==> config.mk <==
export PLATFORM = sky130hd
export DESIGN_NAME = otp_seq
export DESIGN_NICKNAME = d
export VERILOG_FILES = /design/src/otp_pkg.sv /design/src/otp_seq.sv
export VERILOG_INCLUDE_DIRS = /design/src
export SDC_FILE = /design/constraint.sdc
export NUM_CORES = 1
export LEC_CHECK = 0
export BUFFER_PORTS_ARGS = -buffer_cell sky130_fd_sc_hd__buf_2
export CAP_MARGIN = 30
export CORE_UTILIZATION = 50
export DETAILED_ROUTE_END_ITERATION = 10
export PLACE_DENSITY = 0.69
export SYNTH_ARGS = -nofsm -noshare
export SYNTH_HDL_FRONTEND = slang
export SYNTH_SLANG_ARGS = --single-unit
==> constraint.sdc <==
create_clock -name clock_i -period 5.7 [get_ports clock_i]
set_input_delay 0.57 -clock clock_i [delete_from_list [all_inputs] [get_ports clock_i]]
set_output_delay 0.57 -clock clock_i [all_outputs]
set_load 0.05 [all_outputs]
==> src/otp_map.svh <==
// otp_map.svh: timing, limit and code constants for the otp programming sequencer.
// assumes a 20 MHz clock; cycle counts are derived from the times below.
`ifndef OTP_MAP_SVH
`define OTP_MAP_SVH

`define OTP_CLK_MHZ 20
`define OTP_ADDR_W 17
`define OTP_DATA_W 8
`define OTP_TMR_W 12
// program pulse width, microseconds
`define OTP_PW_US 100
`define OTP_PW_MIN_US 95
`define OTP_PW_MAX_US 105
`define OTP_PW_CYC (`OTP_PW_US * `OTP_CLK_MHZ)
`define OTP_PW_MIN_CYC ((`OTP_PW_MIN_US * `OTP_CLK_MHZ))
`define OTP_PW_MAX_CYC ((`OTP_PW_MAX_US * `OTP_CLK_MHZ))
// address, data and supply setup / data hold, microseconds
`define OTP_SETUP_US 2
`define OTP_SETUP_CYC (`OTP_SETUP_US * `OTP_CLK_MHZ)
// data valid from output enable, nanoseconds, rounded up
`define OTP_TOE_NS 150
`define OTP_TOE_CYC ((`OTP_TOE_NS * `OTP_CLK_MHZ + 999) / 1000)
// output float after output enable high, nanoseconds, rounded up
`define OTP_TDFP_NS 130
`define OTP_TDFP_CYC ((`OTP_TDFP_NS * `OTP_CLK_MHZ + 999) / 1000)
// additional pulses allowed after the first one
`define OTP_MAX_RETRY 4'ha
`define OTP_FIFO_DEPTH 16
`define OTP_ZERO_ADDR 17'h0_0000
`define OTP_ADDR_ONE 17'h0_0001

`endif

==> src/otp_pkg.sv <==
// otp_pkg.sv: types shared by the otp programming sequencer and its ports.
// assumes otp_map.svh supplies the widths.
`default_nettype none
`include "otp_map.svh"

package otp_pkg;

  typedef enum logic [3:0] {
    OTP_IDLE,
    OTP_ID_WAIT,
    OTP_LOAD,
    OTP_SETUP,
    OTP_PULSE,
    OTP_HOLD,
    OTP_VERIFY,
    OTP_FLOAT,
    OTP_RB_LOAD,
    OTP_RB_WAIT
  } otp_state_t;

  // pins toward the part; all strobes active low
  typedef struct packed {
    logic [`OTP_ADDR_W-1:0] addr;
    logic [`OTP_DATA_W-1:0] data;
    logic data_oe_n;
    logic chip_sel_n;
    logic out_en_n;
    logic program_pulse_n;
    logic id_high_level;
    logic vpp_high;
  } otp_pins_t;

  typedef struct packed {
    logic busy;
    logic done;
    logic pass;
    logic fail;
    logic [`OTP_ADDR_W-1:0] fail_addr;
    logic id_valid;
    logic [`OTP_DATA_W-1:0] id_code;
  } otp_status_t;

endpackage
`default_nettype wire

==> src/otp_seq.sv <==
// otp_seq.sv: source-byte fifo and the programmer that pulses, verifies and reads back an otp part.
// assumes pins reach the part through level shifters; data_i is synchronous to clock_i.
`timescale 1ns/10ps
`default_nettype none
`include "otp_map.svh"

module otp_fifo #(
  parameter int WIDTH = 8,
  parameter int DEPTH = 16
) (
  input wire logic clock_i,
  input wire logic rst_i,
  input wire logic ce_i,
  input wire logic in_valid_i,
  output logic in_ready_o,
  input wire logic [WIDTH-1:0] in_data_i,
  output logic out_valid_o,
  input wire logic out_ready_i,
  output logic [WIDTH-1:0] out_data_o
);
  localparam int AW = $clog2(DEPTH);
  logic [WIDTH-1:0] mem [DEPTH];
  logic [AW-1:0] wr_ptr, rd_ptr, next_wr_ptr, next_rd_ptr;
  logic [AW:0] count, next_count;
  logic push, pop;

  assign push = in_valid_i && in_ready_o;
  assign pop = out_valid_o && out_ready_i;
  assign out_data_o = mem[rd_ptr];

  always_comb begin
    next_wr_ptr = push ? AW'(wr_ptr + 1'b1) : wr_ptr;
    next_rd_ptr = pop ? AW'(rd_ptr + 1'b1) : rd_ptr;
    next_count = count;
    if (push && !pop) begin
      next_count = (AW+1)'(count + 1'b1);
    end else if (pop && !push) begin
      next_count = (AW+1)'(count - 1'b1);
    end
  end

  // full and empty are registered so the ports come straight from flops
  always_ff @(posedge clock_i) begin
    if (rst_i) begin
      wr_ptr <= '0;
      rd_ptr <= '0;
      count <= '0;
      in_ready_o <= 1'b0;
      out_valid_o <= 1'b0;
    end else if (ce_i) begin
      wr_ptr <= next_wr_ptr;
      rd_ptr <= next_rd_ptr;
      count <= next_count;
      in_ready_o <= (next_count != (AW+1)'(DEPTH));
      out_valid_o <= (next_count != '0);
      if (push) begin
        mem[wr_ptr] <= in_data_i;
      end
    end
  end
endmodule

module otp_seq (
  input wire logic clock_i,
  input wire logic rst_i,
  input wire logic ce_i,
  input wire logic start_i,
  input wire logic [`OTP_ADDR_W-1:0] last_addr_i,
  input wire logic id_req_i,
  input wire logic id_sel_i,
  input wire logic src_valid_i,
  output logic src_ready_o,
  input wire logic [`OTP_DATA_W-1:0] src_data_i,
  input wire logic [`OTP_DATA_W-1:0] data_i,
  output var otp_pkg::otp_pins_t pins_o,
  output var otp_pkg::otp_status_t status_o
);
  import otp_pkg::*;

  otp_state_t state, next_state;
  otp_pins_t next_pins;
  otp_status_t next_status;
  logic [`OTP_TMR_W-1:0] tmr, next_tmr;
  logic [3:0] retry, next_retry;
  logic [`OTP_DATA_W-1:0] target, next_target;
  logic [`OTP_ADDR_W-1:0] last_addr, next_last_addr;
  logic go_next, next_go_next;
  logic rb_bad, next_rb_bad;
  logic fifo_valid, fifo_pop;
  logic [`OTP_DATA_W-1:0] fifo_data;

  otp_fifo #(
    .WIDTH(`OTP_DATA_W),
    .DEPTH(`OTP_FIFO_DEPTH)
  ) u_fifo (
    .clock_i(clock_i),
    .rst_i(rst_i),
    .ce_i(ce_i),
    .in_valid_i(src_valid_i),
    .in_ready_o(src_ready_o),
    .in_data_i(src_data_i),
    .out_valid_o(fifo_valid),
    .out_ready_i(fifo_pop),
    .out_data_o(fifo_data)
  );

  function automatic otp_pins_t pins_idle(input otp_pins_t p);
    otp_pins_t r;
    r = p;
    r.data_oe_n = 1'b1;
    r.chip_sel_n = 1'b1;
    r.out_en_n = 1'b1;
    r.program_pulse_n = 1'b1;
    r.id_high_level = 1'b0;
    r.vpp_high = 1'b0;
    return r;
  endfunction

  function automatic logic [`OTP_TMR_W-1:0] cyc(input int n);
    return `OTP_TMR_W'(n);
  endfunction

  always_comb begin
    next_state = state;
    next_pins = pins_o;
    next_status = status_o;
    next_status.done = 1'b0;
    next_status.id_valid = 1'b0;
    next_tmr = (tmr != '0) ? `OTP_TMR_W'(tmr - 1'b1) : tmr;
    next_retry = retry;
    next_target = target;
    next_last_addr = last_addr;
    next_go_next = go_next;
    next_rb_bad = rb_bad;
    fifo_pop = 1'b0;
    unique case (state)
      OTP_IDLE: begin
        next_pins = pins_idle(pins_o);
        if (start_i) begin
          next_pins.addr = `OTP_ZERO_ADDR;
          next_pins.vpp_high = 1'b1;
          next_last_addr = last_addr_i;
          next_status.busy = 1'b1;
          next_status.pass = 1'b0;
          next_status.fail = 1'b0;
          next_rb_bad = 1'b0;
          next_state = OTP_LOAD;
        end else if (id_req_i) begin
          // raised id line plus code select on the lowest address bit
          next_pins.addr = {{(`OTP_ADDR_W-1){1'b0}}, id_sel_i};
          next_pins.id_high_level = 1'b1;
          next_pins.chip_sel_n = 1'b0;
          next_pins.out_en_n = 1'b0;
          next_tmr = cyc(`OTP_TOE_CYC);
          next_state = OTP_ID_WAIT;
        end
      end
      OTP_ID_WAIT: begin
        if (tmr == '0) begin
          next_status.id_code = data_i;
          next_status.id_valid = 1'b1;
          next_pins = pins_idle(pins_o);
          next_state = OTP_IDLE;
        end
      end
      OTP_LOAD: begin
        // stalls here until the source has supplied the byte
        if (fifo_valid) begin
          fifo_pop = 1'b1;
          next_target = fifo_data;
          next_pins.data = fifo_data;
          next_pins.data_oe_n = 1'b0;
          next_pins.chip_sel_n = 1'b0;
          next_pins.out_en_n = 1'b1;
          next_retry = '0;
          next_tmr = cyc(`OTP_SETUP_CYC);
          next_state = OTP_SETUP;
        end
      end
      OTP_SETUP: begin
        if (tmr == '0) begin
          next_pins.program_pulse_n = 1'b0;
          next_tmr = cyc(`OTP_PW_CYC);
          next_state = OTP_PULSE;
        end
      end
      OTP_PULSE: begin
        if (tmr == '0) begin
          next_pins.program_pulse_n = 1'b1;
          next_tmr = cyc(`OTP_SETUP_CYC);
          next_state = OTP_HOLD;
        end
      end
      OTP_HOLD: begin
        // data released in the same edge that opens the read
        if (tmr == '0) begin
          next_pins.data_oe_n = 1'b1;
          next_pins.out_en_n = 1'b0;
          next_tmr = cyc(`OTP_TOE_CYC);
          next_state = OTP_VERIFY;
        end
      end
      OTP_VERIFY: begin
        if (tmr == '0) begin
          next_pins.out_en_n = 1'b1;
          next_tmr = cyc(`OTP_TDFP_CYC);
          next_state = OTP_FLOAT;
          if (data_i == target) begin
            next_go_next = 1'b1;
          end else if (retry == `OTP_MAX_RETRY) begin
            next_pins = pins_idle(pins_o);
            next_status.busy = 1'b0;
            next_status.fail = 1'b1;
            next_status.done = 1'b1;
            next_status.fail_addr = pins_o.addr;
            next_state = OTP_IDLE;
          end else begin
            next_go_next = 1'b0;
            next_retry = 4'(retry + 1'b1);
          end
        end
      end
      OTP_FLOAT: begin
        // wait for the part to float before driving the shared lines
        if (tmr == '0) begin
          if (!go_next) begin
            next_pins.data_oe_n = 1'b0;
            next_tmr = cyc(`OTP_SETUP_CYC);
            next_state = OTP_SETUP;
          end else if (pins_o.addr == last_addr) begin
            next_pins.vpp_high = 1'b0;
            next_pins.addr = `OTP_ZERO_ADDR;
            next_go_next = 1'b0;
            next_tmr = cyc(`OTP_SETUP_CYC);
            next_state = OTP_RB_LOAD;
          end else begin
            next_pins.addr = pins_o.addr + `OTP_ADDR_ONE;
            next_go_next = 1'b0;
            next_state = OTP_LOAD;
          end
        end
      end
      OTP_RB_LOAD: begin
        if (tmr == '0 && fifo_valid) begin
          fifo_pop = 1'b1;
          next_target = fifo_data;
          next_pins.chip_sel_n = 1'b0;
          next_pins.out_en_n = 1'b0;
          next_tmr = cyc(`OTP_TOE_CYC);
          next_state = OTP_RB_WAIT;
        end
      end
      OTP_RB_WAIT: begin
        if (tmr == '0) begin
          if (data_i != target && !rb_bad) begin
            next_rb_bad = 1'b1;
            next_status.fail_addr = pins_o.addr;
          end
          if (pins_o.addr == last_addr) begin
            next_pins = pins_idle(pins_o);
            next_status.busy = 1'b0;
            next_status.done = 1'b1;
            next_status.pass = !rb_bad && data_i == target;
            next_status.fail = rb_bad || data_i != target;
            next_state = OTP_IDLE;
          end else begin
            next_pins.addr = pins_o.addr + `OTP_ADDR_ONE;
            next_state = OTP_RB_LOAD;
          end
        end
      end
    endcase
  end

  always_ff @(posedge clock_i) begin
    if (rst_i) begin
      state <= OTP_IDLE;
      pins_o <= '{addr: '0, data: '0, data_oe_n: 1'b1, chip_sel_n: 1'b1, out_en_n: 1'b1,
                  program_pulse_n: 1'b1, id_high_level: 1'b0, vpp_high: 1'b0};
      status_o <= '0;
      tmr <= '0;
      retry <= '0;
      target <= '0;
      last_addr <= '0;
      go_next <= 1'b0;
      rb_bad <= 1'b0;
    end else if (ce_i) begin
      state <= next_state;
      pins_o <= next_pins;
      status_o <= next_status;
      tmr <= next_tmr;
      retry <= next_retry;
      target <= next_target;
      last_addr <= next_last_addr;
      go_next <= next_go_next;
      rb_bad <= next_rb_bad;
    end
  end

  // helper counters read only by the checks below
  int pw_cnt;
  int pulses;
  always_ff @(posedge clock_i) begin
    if (rst_i) begin
      pw_cnt <= 0;
      pulses <= 0;
    end else if (ce_i) begin
      pw_cnt <= pins_o.program_pulse_n ? 0 : pw_cnt + 1;
      if (state == OTP_LOAD) begin
        pulses <= 0;
      end else if (state == OTP_SETUP && next_state == OTP_PULSE) begin
        pulses <= pulses + 1;
      end
    end
  end

  pulse_width_a: assert property (@(posedge clock_i) disable iff (rst_i)
    $rose(pins_o.program_pulse_n) |-> pw_cnt >= `OTP_PW_MIN_CYC && pw_cnt <= `OTP_PW_MAX_CYC)
    else $error("program pulse width out of range");
  start_addr_a: assert property (@(posedge clock_i) disable iff (rst_i)
    state == OTP_LOAD && $past(state) == OTP_IDLE |-> pins_o.addr == '0)
    else $error("programming did not start at address zero");
  first_pulse_a: assert property (@(posedge clock_i) disable iff (rst_i)
    $rose(state == OTP_VERIFY) |-> pulses == int'(retry) + 1)
    else $error("verify read not preceded by exactly one pulse per try");
  retry_cap_a: assert property (@(posedge clock_i) disable iff (rst_i)
    pulses <= int'(`OTP_MAX_RETRY) + 1 && retry <= `OTP_MAX_RETRY)
    else $error("too many pulses on one address");
  fail_stop_a: assert property (@(posedge clock_i) disable iff (rst_i)
    $rose(status_o.fail) && $past(state) == OTP_VERIFY |-> $past(retry) == `OTP_MAX_RETRY && state == OTP_IDLE)
    else $error("part failed before the retry limit");
  addr_step_a: assert property (@(posedge clock_i) disable iff (rst_i)
    $changed(pins_o.addr) && $past(state) == OTP_FLOAT |-> pins_o.addr == $past(pins_o.addr) + 1 || pins_o.addr == 0)
    else $error("address did not advance by one");
  readback_vpp_a: assert property (@(posedge clock_i) disable iff (rst_i)
    (state == OTP_RB_LOAD || state == OTP_RB_WAIT) |-> !pins_o.vpp_high && pins_o.program_pulse_n)
    else $error("readback with programming supply raised");
  pass_src_a: assert property (@(posedge clock_i) disable iff (rst_i)
    $rose(status_o.pass) |-> $past(state) == OTP_RB_WAIT && !$past(rb_bad) && status_o.done)
    else $error("pass declared without full readback");
  id_level_a: assert property (@(posedge clock_i) disable iff (rst_i)
    pins_o.id_high_level |-> state == OTP_ID_WAIT && pins_o.program_pulse_n && !pins_o.out_en_n)
    else $error("id level raised outside an identification read");
  verify_pins_a: assert property (@(posedge clock_i) disable iff (rst_i)
    state == OTP_VERIFY |-> pins_o.program_pulse_n && !pins_o.chip_sel_n && !pins_o.out_en_n && pins_o.data_oe_n)
    else $error("verify read with wrong strobes");
  pulse_stable_a: assert property (@(posedge clock_i) disable iff (rst_i)
    !pins_o.program_pulse_n && !$past(pins_o.program_pulse_n) |-> $stable(pins_o.addr) && $stable(pins_o.data)
      && !pins_o.data_oe_n)
    else $error("address or data moved during the pulse");
  no_clash_a: assert property (@(posedge clock_i) disable iff (rst_i)
    !pins_o.data_oe_n |-> pins_o.out_en_n && $past(pins_o.out_en_n))
    else $error("data driven while part may drive");

  pass_seen_c: cover property (@(posedge clock_i) disable iff (rst_i) $rose(status_o.pass));
  retry_seen_c: cover property (@(posedge clock_i) disable iff (rst_i) $rose(state == OTP_VERIFY) && retry != '0);
  fail_seen_c: cover property (@(posedge clock_i) disable iff (rst_i) $rose(status_o.fail));
  id_seen_c: cover property (@(posedge clock_i) disable iff (rst_i) status_o.id_valid);
endmodule
`default_nettype wire

==> summary.txt, run 1 <==
Route
  – DRT iter0 DRCs: 669
  – Drt total wl: 28,600 um
  – Detail Route Antenna Nets: 0
  – Drt pass-1 iters: 5
  – Via count: 8,740
  – Routed len/inst: 19.2 um
  – DRC: 0
  – Via density: 5.87

Layout
  – # nets final: 1,206
  – Post-layout util: 58.7%
  – Layout cells sized above 1: 18.7%
  – Area grow syn2layout: 14.6%
  – Final Non-Filler Cells: 1,488

Worst setup path
  – CP Data Required Time: 6.17 ns
  – CP startpoint kind: register
  – Crit path cell chain: clkinv_1, nor3_1, buf_4, a21oi_1, or3_1, a21o_1, or4_1, a21oi_1
  – Slowest stage cell, crit path: dfxtp_1
  – CP endpoint kind: register
  – Cell family with most CP delay: simple AND/OR/NAND/NOR gates
  – Worst Path Buf+Inv: 2
  – Levels on crit path: 8
  – WS Path Type: reg2reg
  – Arr. time, crit path: 4.19 ns
  – Crit-path max cell delay: 0.95 ns
  – Most frequent CP cell: a21oi_1
  – Worst Path Max Fanout: 30
  – Reg2reg path depth: 8

Clock tree
  – Setup bufs post-CTS: 0
  – Worst-case clock buffer depth: 3
  – Resize count post-CTS: 0
  – Reg clk slew, reported paths: 0.06 ns
  – TritonCTS buffer count: 28
  – CTS root buf: clkbuf_16
  – CTS hold repair buffers: 0
  – Later-pin clock latency in the skew report: 0.55 ns
  – H-tree Lvls: 1
  – CTS tree: built
  – CTS Sinks: 255

Floorplan
  – Starting Density: 51.2%
  – Die area: 0.0239 mm2
  – Io pins: 102
  – Core area: 0.0228 mm2
  – Die Wd: 155 um
  – Site row count: 55
  – Die extent in y: 155 um

Worst hold path
  – Hold Path Cell Cnt: 3
  – HP Class: in2reg

STA
  – Final setup TNS: 0 ns
  – Final Hold Fails: 0
  – Slew margin rel.: 35.8%
  – Worst hold slack: 0.257 ns
  – RSZ-0062 raised after global routing: false
  – Worst Skew: 0.0107 ns
  – Fin crit share: 65.3%
  – Final setup margin: 1.98 ns
  – Pins over their slew limit: 0
  – Final number of setup-violating endpoints: 0
  – Min Tclk post-route: 3.72 ns
  – Max Freq: 269 MHz
  – Worst Tran Pin Value: 0.961 ns

Logic synthesis
  – Post-synth ARST share: 0%
  – Synth area leaders: edfxtp_1 33%, dfxtp_1 22%, mux4_2 7.7%
  – Register area share after synthesis: 54.7%
  – Dominant cell type by area after synthesis: edfxtp_1
  – Most frequent cell after synthesis: nand2_1
  – Synth warn: 0
  – EDFF count, synth: 128
  – Post-Syn Area: 0.0117 mm2
  – Primary FF master, synth: edfxtp_1
  – Syn Inst Count: 1,076
  – Synth Area per Inst: 10.8 um2
  – Cell variety after synth: 68
  – FF+latch count, synth: 255
  – Commonest cells post-synth: 130 x nand2_1, 128 x edfxtp_1, 127 x dfxtp_1, 99 x a21oi_1, 86 x nor2_1
  – Syn_nets: 1,130
  – Post-synth top area share: 32.9%

Global route
  – Initial antenna violation count: 1
  – GRT Util Overall: 24.1%
  – Total congestion overflow: 0
  – Vias in the first global route: 8,381
  – Pin count of the biggest net entering global routing: 86
  – First-pass GRT wire length: 45,500 um

Place
  – DPL Wire Length: 18,800 um
  – Total instance count after detailed placement: 1,434
  – I/O Buffers: 101
  – Final RePlAce weighted congestion: 0.906
  – Pre-CTS setup slack: 2.11 ns

Power
  – Power density cells: 409 mW/mm2
  – Max IR drop VDD: 0.000347 V
  – Lkg Pwr: 4.74 nW

Flow run
  – Max-cap violations: 0

Status
  – Outcome: completed
[layout make-up]
type	instances	area, um2
clock buffer	40	796
tap	313	392
fill	1879	9410
sequential	255	6390
antenna	1	2.50
multi-input combinational	728	4910
inverter	23	86.3
timing repair buffer	116	622
clock inverter	12	170
[routing by layer]
layer | up-vias | GRT usage, % | share of wire, %
met2 | 304 | 40.4 | 49
met4 | 0 | 7.54 | 2.3
met5 | - | 0 | 0
met3 | 56 | 3.33 | 5.6
met1 | 4232 | 32.4 | 43
li1 | 4148 | - | -
[worst min-delay path: cells and delay by family]
kind / cells / cell delay (ns)
and+or+nand+nor: 1 / 0.04
AOI/OAI and AO/OA: 1 / 0.05
buffers and inverters: 1 / 0.09
[power breakdown]
part	switching (W)	internal (W)
clock	0.000742	0.00111
combinational	0.00100	0.000479
sequential	0.000110	0.00202
total	0.00185	0.00361
[sequential cells by signal (all words and copies together), names as in the netlist, named ones only]
signal and cells:
go_next 1, last_addr 17, pins_o 31, rb_bad 1
retry 4, state 4, status_o 30, target 8
tmr 12, u_fifo.count 5, u_fifo.in_ready_o 1, u_fifo.mem 128
u_fifo.out_valid_o 1, u_fifo.rd_ptr 4, u_fifo.wr_ptr 4
[cell usage in the layout (no fill, tap or decap), types with 15 or more instances in the layout]
cell type    n
nor3_1      27
nor2_1      86
inv_1       21
nand2_1    130
xor2_1      20
buf_2      100
mux4_2      40
edfxtp_1   128
a211oi_1    15
xnor2_1     23
mux2i_1     20
a21oi_1     99
o21ai_0     46
dfxtp_1    125
nand3_1     46
clkbuf_16   28
[final timing paths]
check | start | endpoint | slack (ns)
worst max register to register | state[0] | pins_o[22] | 1.98
worst max-delay path | state[0] | pins_o[22] | 1.98
worst min register to register | status_o[9] | status_o[9] | 0.45
worst min-delay path | last_addr_i[16] | last_addr[16] | 0.26
[cell families after synthesis]
group	synth area share, %
compound gates	13.0
xor+xnor	3.23
fa+ha+maj	1.50
buf+inv	3.15
flops	54.7
mux	9.44
simple gates	15.0
[metrics by stage]
step / power [W] / cell area [um2]
after detailed placement: 0.00361 / 12400
final: 0.00546 / 13400
after global placement: 0.00360 / 12400
after floorplan: 0.00327 / 11700
after global routing: 0.00572 / 13400
after CTS: 0.00547 / 13400
(Power assumes the default switching activity.)
==> run 2, diff against run 1 <==
- PLACE_DENSITY: 0.69 -> 0.71
- clock period: 5.7 -> 3.12 ns (I/O delays scaled with it)
==> summary.txt, run 2 (synthesis gave the netlist of run 1 again) <==
Power
  – Sw frac: 34.3% (+0.43 points)
  – Power density cells: 723 mW/mm2 (+77%)
  – P_int: 0.00648 W (+80%)
  – Power share of the clock group: 31.0% (-3.0 points)
  – Comb power frac: 29.9% (+2.8 points)
  – Lkg Pwr: 4.92 nW (+3.8%)
  – Max IR drop VDD: 0.000571 V (+65%)
  – Net Sw Power: 0.00339 W (+83%)
  – Reg power frac: 39.1% (about the same)

Worst setup path
  – CP Data Required Time: 3.59 ns (-2.58 ns)
  – Flop-to-flop setup slack: 0.29 ns (-1.69 ns)
  – Reg2reg path depth: 7 (-1)
  – CP startpoint kind: register
  – CP endpoint kind: register
  – Setup crit start: state[3]
  – Worst Path Max Fanout: 27 (-10%)
  – R2R Path Start: state[3]
  – Arr. time, crit path: 3.29 ns (-0.90 ns)
  – Worst R2R End: pins_o[29]
  – Crit path cell chain: and3b_1, o21ai_0, a21oi_1, or3_1, a21o_1, or4_1, a21oi_1
  – WS Path Type: reg2reg
  – Slowest stage cell, crit path: or4_1
  – Most frequent CP cell: a21oi_1
  – Crit-path max cell delay: 0.59 ns (-0.36 ns)

STA
  – Fin crit share: 90.6% (+25 points)
  – Final setup TNS: 0 ns (unchanged)
  – RSZ-0062 raised after global routing: false
  – Pins over their slew limit: 0 (unchanged)
  – Min Tclk post-route: 2.83 ns (-0.893 ns)
  – Slew margin rel.: 56.7% (+21 points)
  – Worst Skew: 0.0217 ns (+0.0110 ns)
  – Max Freq: 354 MHz (+32%)
  – Final number of setup-violating endpoints: 0 (unchanged)
  – Final Hold Fails: 0 (unchanged)
  – Worst Tran Pin Value: 0.649 ns (-0.312 ns)

Worst hold path
  – Hold Path Sink: last_addr[9]
  – HP Class: in2reg
  – Hold Path Cell Cnt: 3 (unchanged)
  – Min-delay src: last_addr_i[9]

Clock tree
  – Later-pin clock latency in the skew report: 0.55 ns (about the same)
  – Reg clk slew, reported paths: 0.07 ns (about the same)
  – TritonCTS buffer count: 27 (-3.6%)
  – CTS root buf: clkbuf_16
  – Worst-case clock buffer depth: 3 (unchanged)
  – CTS tree: built
  – Resize count post-CTS: 0 (unchanged)
  – CTS Sinks: 255 (unchanged)
  – CTS hold repair buffers: 2 (+2)
  – Setup bufs post-CTS: 0 (unchanged)
  – H-tree Lvls: 1 (unchanged)

Layout
  – Final Non-Filler Cells: 1,534 (+3.1%)
  – Number of flip-flops under the largest register name: 128 (unchanged)
  – # diodes: 0 (-1)
  – Area grow syn2layout: 17.1%
  – Final instance area: 0.0137 mm2 (+2.2%)
  – Fillers: 1,848 (-1.6%)
  – Largest regs: u_fifo.mem x128, pins_o x31, status_o x30
  – Layout cells sized above 1: 21.5% (+2.8 points)
  – # nets final: 1,256 (+4.1%)
  – Highest-count cells in the layout ignoring fill and taps: 130 x nand2_1, 128 x edfxtp_1, 126 x dfxtp_1, 100 x buf_2, 99 x a21oi_1
  – Leading cell type in the layout, fill and taps excluded: nand2_1
  – Top reg by flops: u_fifo.mem

Global route
  – Pin count of the biggest net entering global routing: 52 (-40%)
  – GRT Util Overall: 25.2% (+1.2 points)
  – Initial antenna violation count: 0 (-1)
  – Vias in the first global route: 8,601 (+2.6%)
  – Total congestion overflow: 0 (unchanged)
  – First-pass GRT wire length: 47,400 um (+4.1%)

Floorplan
  – Core area: 0.0228 mm2 (unchanged)
  – Starting Density: 51.2% (unchanged)
  – Site row count: 55 (unchanged)
  – Io pins: 102 (unchanged)
  – Die area: 0.0239 mm2 (unchanged)
  – Die extent in y: 155 um (unchanged)
  – Die Wd: 155 um (unchanged)

Place
  – I/O Buffers: 101 (unchanged)
  – Total instance count after detailed placement: 1,484 (+3.5%)
  – DPL Wire Length: 20,200 um (+7.4%)
  – Placed cell area: 0.0128 mm2 (+3.2%)
  – Final RePlAce weighted congestion: 0.956 (+5.5%)

Route
  – Via count: 9,018 (+3.2%)
  – DRT iter0 DRCs: 732 (+9.4%)
  – Via density: 5.88 (about the same)
  – DRC: 0 (unchanged)
  – Drt total wl: 29,900 um (+4.4%)
  – Routed len/inst: 19.5 um (+1.2%)
  – Detail Route Antenna Nets: 0 (unchanged)
  – Drt pass-1 iters: 5 (unchanged)

Status
  – Outcome: completed

Flow run
  – Max-cap violations: 0 (unchanged)
==> run 2: cell types whose count changed in the layout (fill, tap and decap cells not counted), sizes merged <==
cell,change
dlygate4sd3,+2
clkinv,-4
buf,+50
inv,+1
diode,-1
clkbuf,-8
clkinvlp,+7
bufinv,-1
==> run 2: area by class of cell <==
cell class | count | area (um2) | share of cell area, %
Clock buffer | 33 | 698 | 5.11
Clock inverter | 15 | 149 | 1.09
Inverter | 23 | 86.3 | 0.632
Multi-Input combinational cell | 728 | 4910 | 36.0
Sequential cell | 255 | 6390 | 46.8
Tap cell | 313 | 392 | 2.87
Timing Repair Buffer | 167 | 1030 | 7.57
==> run 2: per-layer routing <==
metal	routed length (um)	global-route usage, %
met5	0	0
met4	733	7.97
met3	1840	3.05
met2	14600	42.5
met1	12700	34.1
==> run 2: worst max-delay path by stage <==
stage	endpoint	depth (start not counted)
2_1_floorplan	tmr[0]	12
3_3_place_gp	pins_o[22]	8
3_5_place_dp	pins_o[22]	8
4_1_cts	pins_o[22]	8
5_1_grt	pins_o[24]	8
6_report	pins_o[29]	7
==> run 2: through the flow <==
| stage | total power, W | hold slack, ns | setup slack [ns] | utilization (%) |
|---|---|---|---|---|
| CTS | 0.00986 | 0.00161 | 0.308 | 60.0 |
| detailed placement | 0.00680 | 0.440 | 0.339 | 56.2 |
| floorplan | 0.00597 | 0.411 | 0.343 | - |
| global route | 0.0103 | 0.00756 | 0.0785 | 60.0 |
| finish | 0.00988 | 0.0204 | 0.293 | 60.0 |
| global placement | 0.00680 | 0.436 | 0.371 | 56.2 |
==> run 2: worst max-delay path: cells and delay by family (launching register included) <==
family | cells | cell delay, ns
and+or+nand+nor | 3 | 1.29
AOI/OAI and AO/OA | 4 | 0.87
DFF | 1 | 0.58
==> run 2: power groups by stage <==
stage / clock (W) / sequential [W] / combinational (W)
2_1_floorplan: 0 / 0.00403 / 0.00194
4_1_cts: 0.00311 / 0.00385 / 0.00290
6_report: 0.00307 / 0.00386 / 0.00295
5_1_grt: 0.00325 / 0.00388 / 0.00320
3_5_place_dp: 0 / 0.00392 / 0.00288
3_3_place_gp: 0 / 0.00392 / 0.00288
==> run 3, diff against run 2 <==
- CELL_PAD_IN_SITES_DETAIL_PLACEMENT: unset -> 0
- CELL_PAD_IN_SITES_GLOBAL_PLACEMENT: unset -> 1
- CORE_UTILIZATION: 50 -> 43
- PLACE_DENSITY: 0.71 -> unset
- PLACE_DENSITY_LB_ADDON: unset -> 0.1
==> summary.txt, run 3 (synthesis gave the netlist of run 1 again) <==
Place
  – Placed cell area: 0.0128 mm2 (about the same)
  – I/O Buffers: 101 (unchanged)
  – Final RePlAce weighted congestion: 0.902 (-5.6%)
  – DPL Wire Length: 21,500 um (+6.0%)

STA
  – Worst Tran Pin Value: 0.803 ns (+0.154 ns)
  – RSZ-0062 raised after global routing: false
  – Min Tclk post-route: 2.89 ns (+0.0580 ns)
  – Worst hold slack: 0.0197 ns (-0.000717 ns)
  – Final number of setup-violating endpoints: 0 (unchanged)
  – Final Hold Fails: 0 (unchanged)
  – Fin crit share: 92.5% (+1.9 points)
  – Worst Skew: 0.0392 ns (+0.0175 ns)
  – Final setup TNS: 0 ns (unchanged)
  – Max Freq: 347 MHz (-2.0%)
  – Slew margin rel.: 46.3% (-10 points)
  – Pins over their slew limit: 0 (unchanged)

Route
  – DRC: 0 (unchanged)
  – DRT iter0 DRCs: 693 (-5.3%)
  – Drt pass-1 iters: 4 (-1)
  – Via count: 8,711 (-3.4%)
  – Detail Route Antenna Nets: 0 (unchanged)
  – Routed len/inst: 19.8 um (+1.4%)
  – Drt total wl: 30,700 um (+2.7%)
  – Via density: 5.61 (-4.6%)

Layout
  – Final instance area: 0.0138 mm2 (+0.81%)
  – # diodes: 0 (unchanged)
  – Highest-count cells in the layout ignoring fill and taps: 130 x nand2_1, 128 x edfxtp_1, 125 x dfxtp_1, 100 x buf_2, 99 x a21oi_1
  – Largest regs: u_fifo.mem x128, pins_o x31, status_o x30
  – Fillers: 2,353 (+27%)
  – Leading cell type in the layout, fill and taps excluded: nand2_1
  – Register Area: 0.00639 mm2 (about the same)
  – # nets final: 1,253 (-0.24%)
  – Top reg by flops: u_fifo.mem
  – Area grow syn2layout: 18.0%
  – Layout cells sized above 1: 22.0% (+0.53 points)
  – Number of flip-flops under the largest register name: 128 (unchanged)
  – Area of the multi-input gates: 0.00491 mm2 (unchanged)

Global route
  – Initial antenna violation count: 0 (unchanged)
  – First-pass GRT wire length: 48,700 um (+2.8%)
  – Total congestion overflow: 0 (unchanged)
  – Vias in the first global route: 8,380 (-2.6%)
  – GRT Util Overall: 22.4% (-2.9 points)
  – Pin count of the biggest net entering global routing: 56 (+7.7%)

Worst setup path
  – CP endpoint kind: register
  – WS Path Type: reg2reg
  – CP Data Required Time: 3.54 ns (-0.05 ns)
  – Worst Path Max Fanout: 13 (-52%)
  – CP startpoint kind: register
  – Arr. time, crit path: 3.31 ns (+0.02 ns)

Floorplan
  – Die extent in y: 167 um (+7.7%)
  – Starting Density: 44.3% (-7.0 points)
  – Io pins: 102 (unchanged)
  – Site row count: 59 (+7.3%)
  – Die area: 0.0278 mm2 (+16%)
  – Die Wd: 167 um (+7.7%)
  – Core area: 0.0264 mm2 (+16%)

Clock tree
  – Worst-case clock buffer depth: 3 (unchanged)
  – CTS tree: built
  – CTS Sinks: 255 (unchanged)
  – Later-pin clock latency in the skew report: 0.57 ns (+0.02 ns)
  – Setup bufs post-CTS: 0 (unchanged)
  – CTS root buf: clkbuf_16
  – Reg clk slew, reported paths: 0.06 ns (about the same)
  – H-tree Lvls: 1 (unchanged)
  – TritonCTS buffer count: 28 (+3.7%)

Power
  – Max IR drop VDD: 0.000618 V (+8.1%)
  – Lkg Pwr: 4.99 nW (+1.2%)
  – Total power: 0.0102 W (+3.7%)
  – Power density cells: 744 mW/mm2 (+2.9%)

Worst hold path
  – HP Class: in2reg

Flow run
  – Max-cap violations: 0 (unchanged)

Status
  – Outcome: completed
## run 3: cell count changes in the layout (fill, tap and decap cells not counted), sizes merged
cell,change
clkinvlp,-4
bufinv,+2
clkbuf,-2
clkinv,+6
buf,-4
## run 3: final timing paths
| path | start | end | slack (ns) | cells past startpoint |
|---|---|---|---|---|
| setup reg to reg | tmr[4] | pins_o[4] | 0.23 | 8 |
| hold reg to reg | status_o[17] | status_o[17] | 0.45 | 2 |
| hold / removal | data_i[4] | status_o[4] | 0.02 | 3 |
| setup / recovery | tmr[4] | pins_o[4] | 0.23 | 8 |
## run 3: layer usage
layer	up-vias	GRT usage [%]	routed length, um
met1	4200	30.4	13900
met3	59	2.69	1200
met2	205	37.6	14800
met4	0	6.40	793
li1	4247	-	-
met5	-	0	0
## run 3: final cells by class
class	instances	area share [%]
clock buffers	31	5.32
clock inverters	19	1.63
inverters	23	0.654
multi-input cells	728	35.7
flip-flops and latches	255	46.4
well taps	335	3.04
repair buffers	163	7.29
## run 3: stage by stage
stage          setup WS (ns)  std cells  utilization [%]
2_1_floorplan          0.343       1076                -
3_3_place_gp           0.300       1502             48.5
3_5_place_dp           0.263       1502             48.5
4_1_cts                0.221       1554             52.2
5_1_grt               0.0659       1554             52.3
6_report               0.235       1554             52.3
## run 3: what timing repair did
item	CTS	global route
gates resized for setup	0	2
hold buffers	2	0
hold endpoints to repair	2	0
endpoints found under the setup margin	0	7
## run 3: power breakdown
group / total [W] / switching (W) / internal (W) / leakage [nW]
logic: 0.00298 / 0.00193 / 0.00105 / 2.33
clock network: 0.00340 / 0.00138 / 0.00202 / 0.472
registers: 0.00387 / 0.000181 / 0.00369 / 2.18
total: 0.0102 / 0.00348 / 0.00676 / 4.99
## run 3: worst max-delay path, stage by stage (launching register included)
cell	delay [ns]
dfxtp_1	0.34
or3_4	0.41
or4_4	0.52
nor2_4	0.16
buf_4	0.22
o21ai_0	0.15
a211oi_2	0.55
nand2_1	0.11
a221o_1	0.31
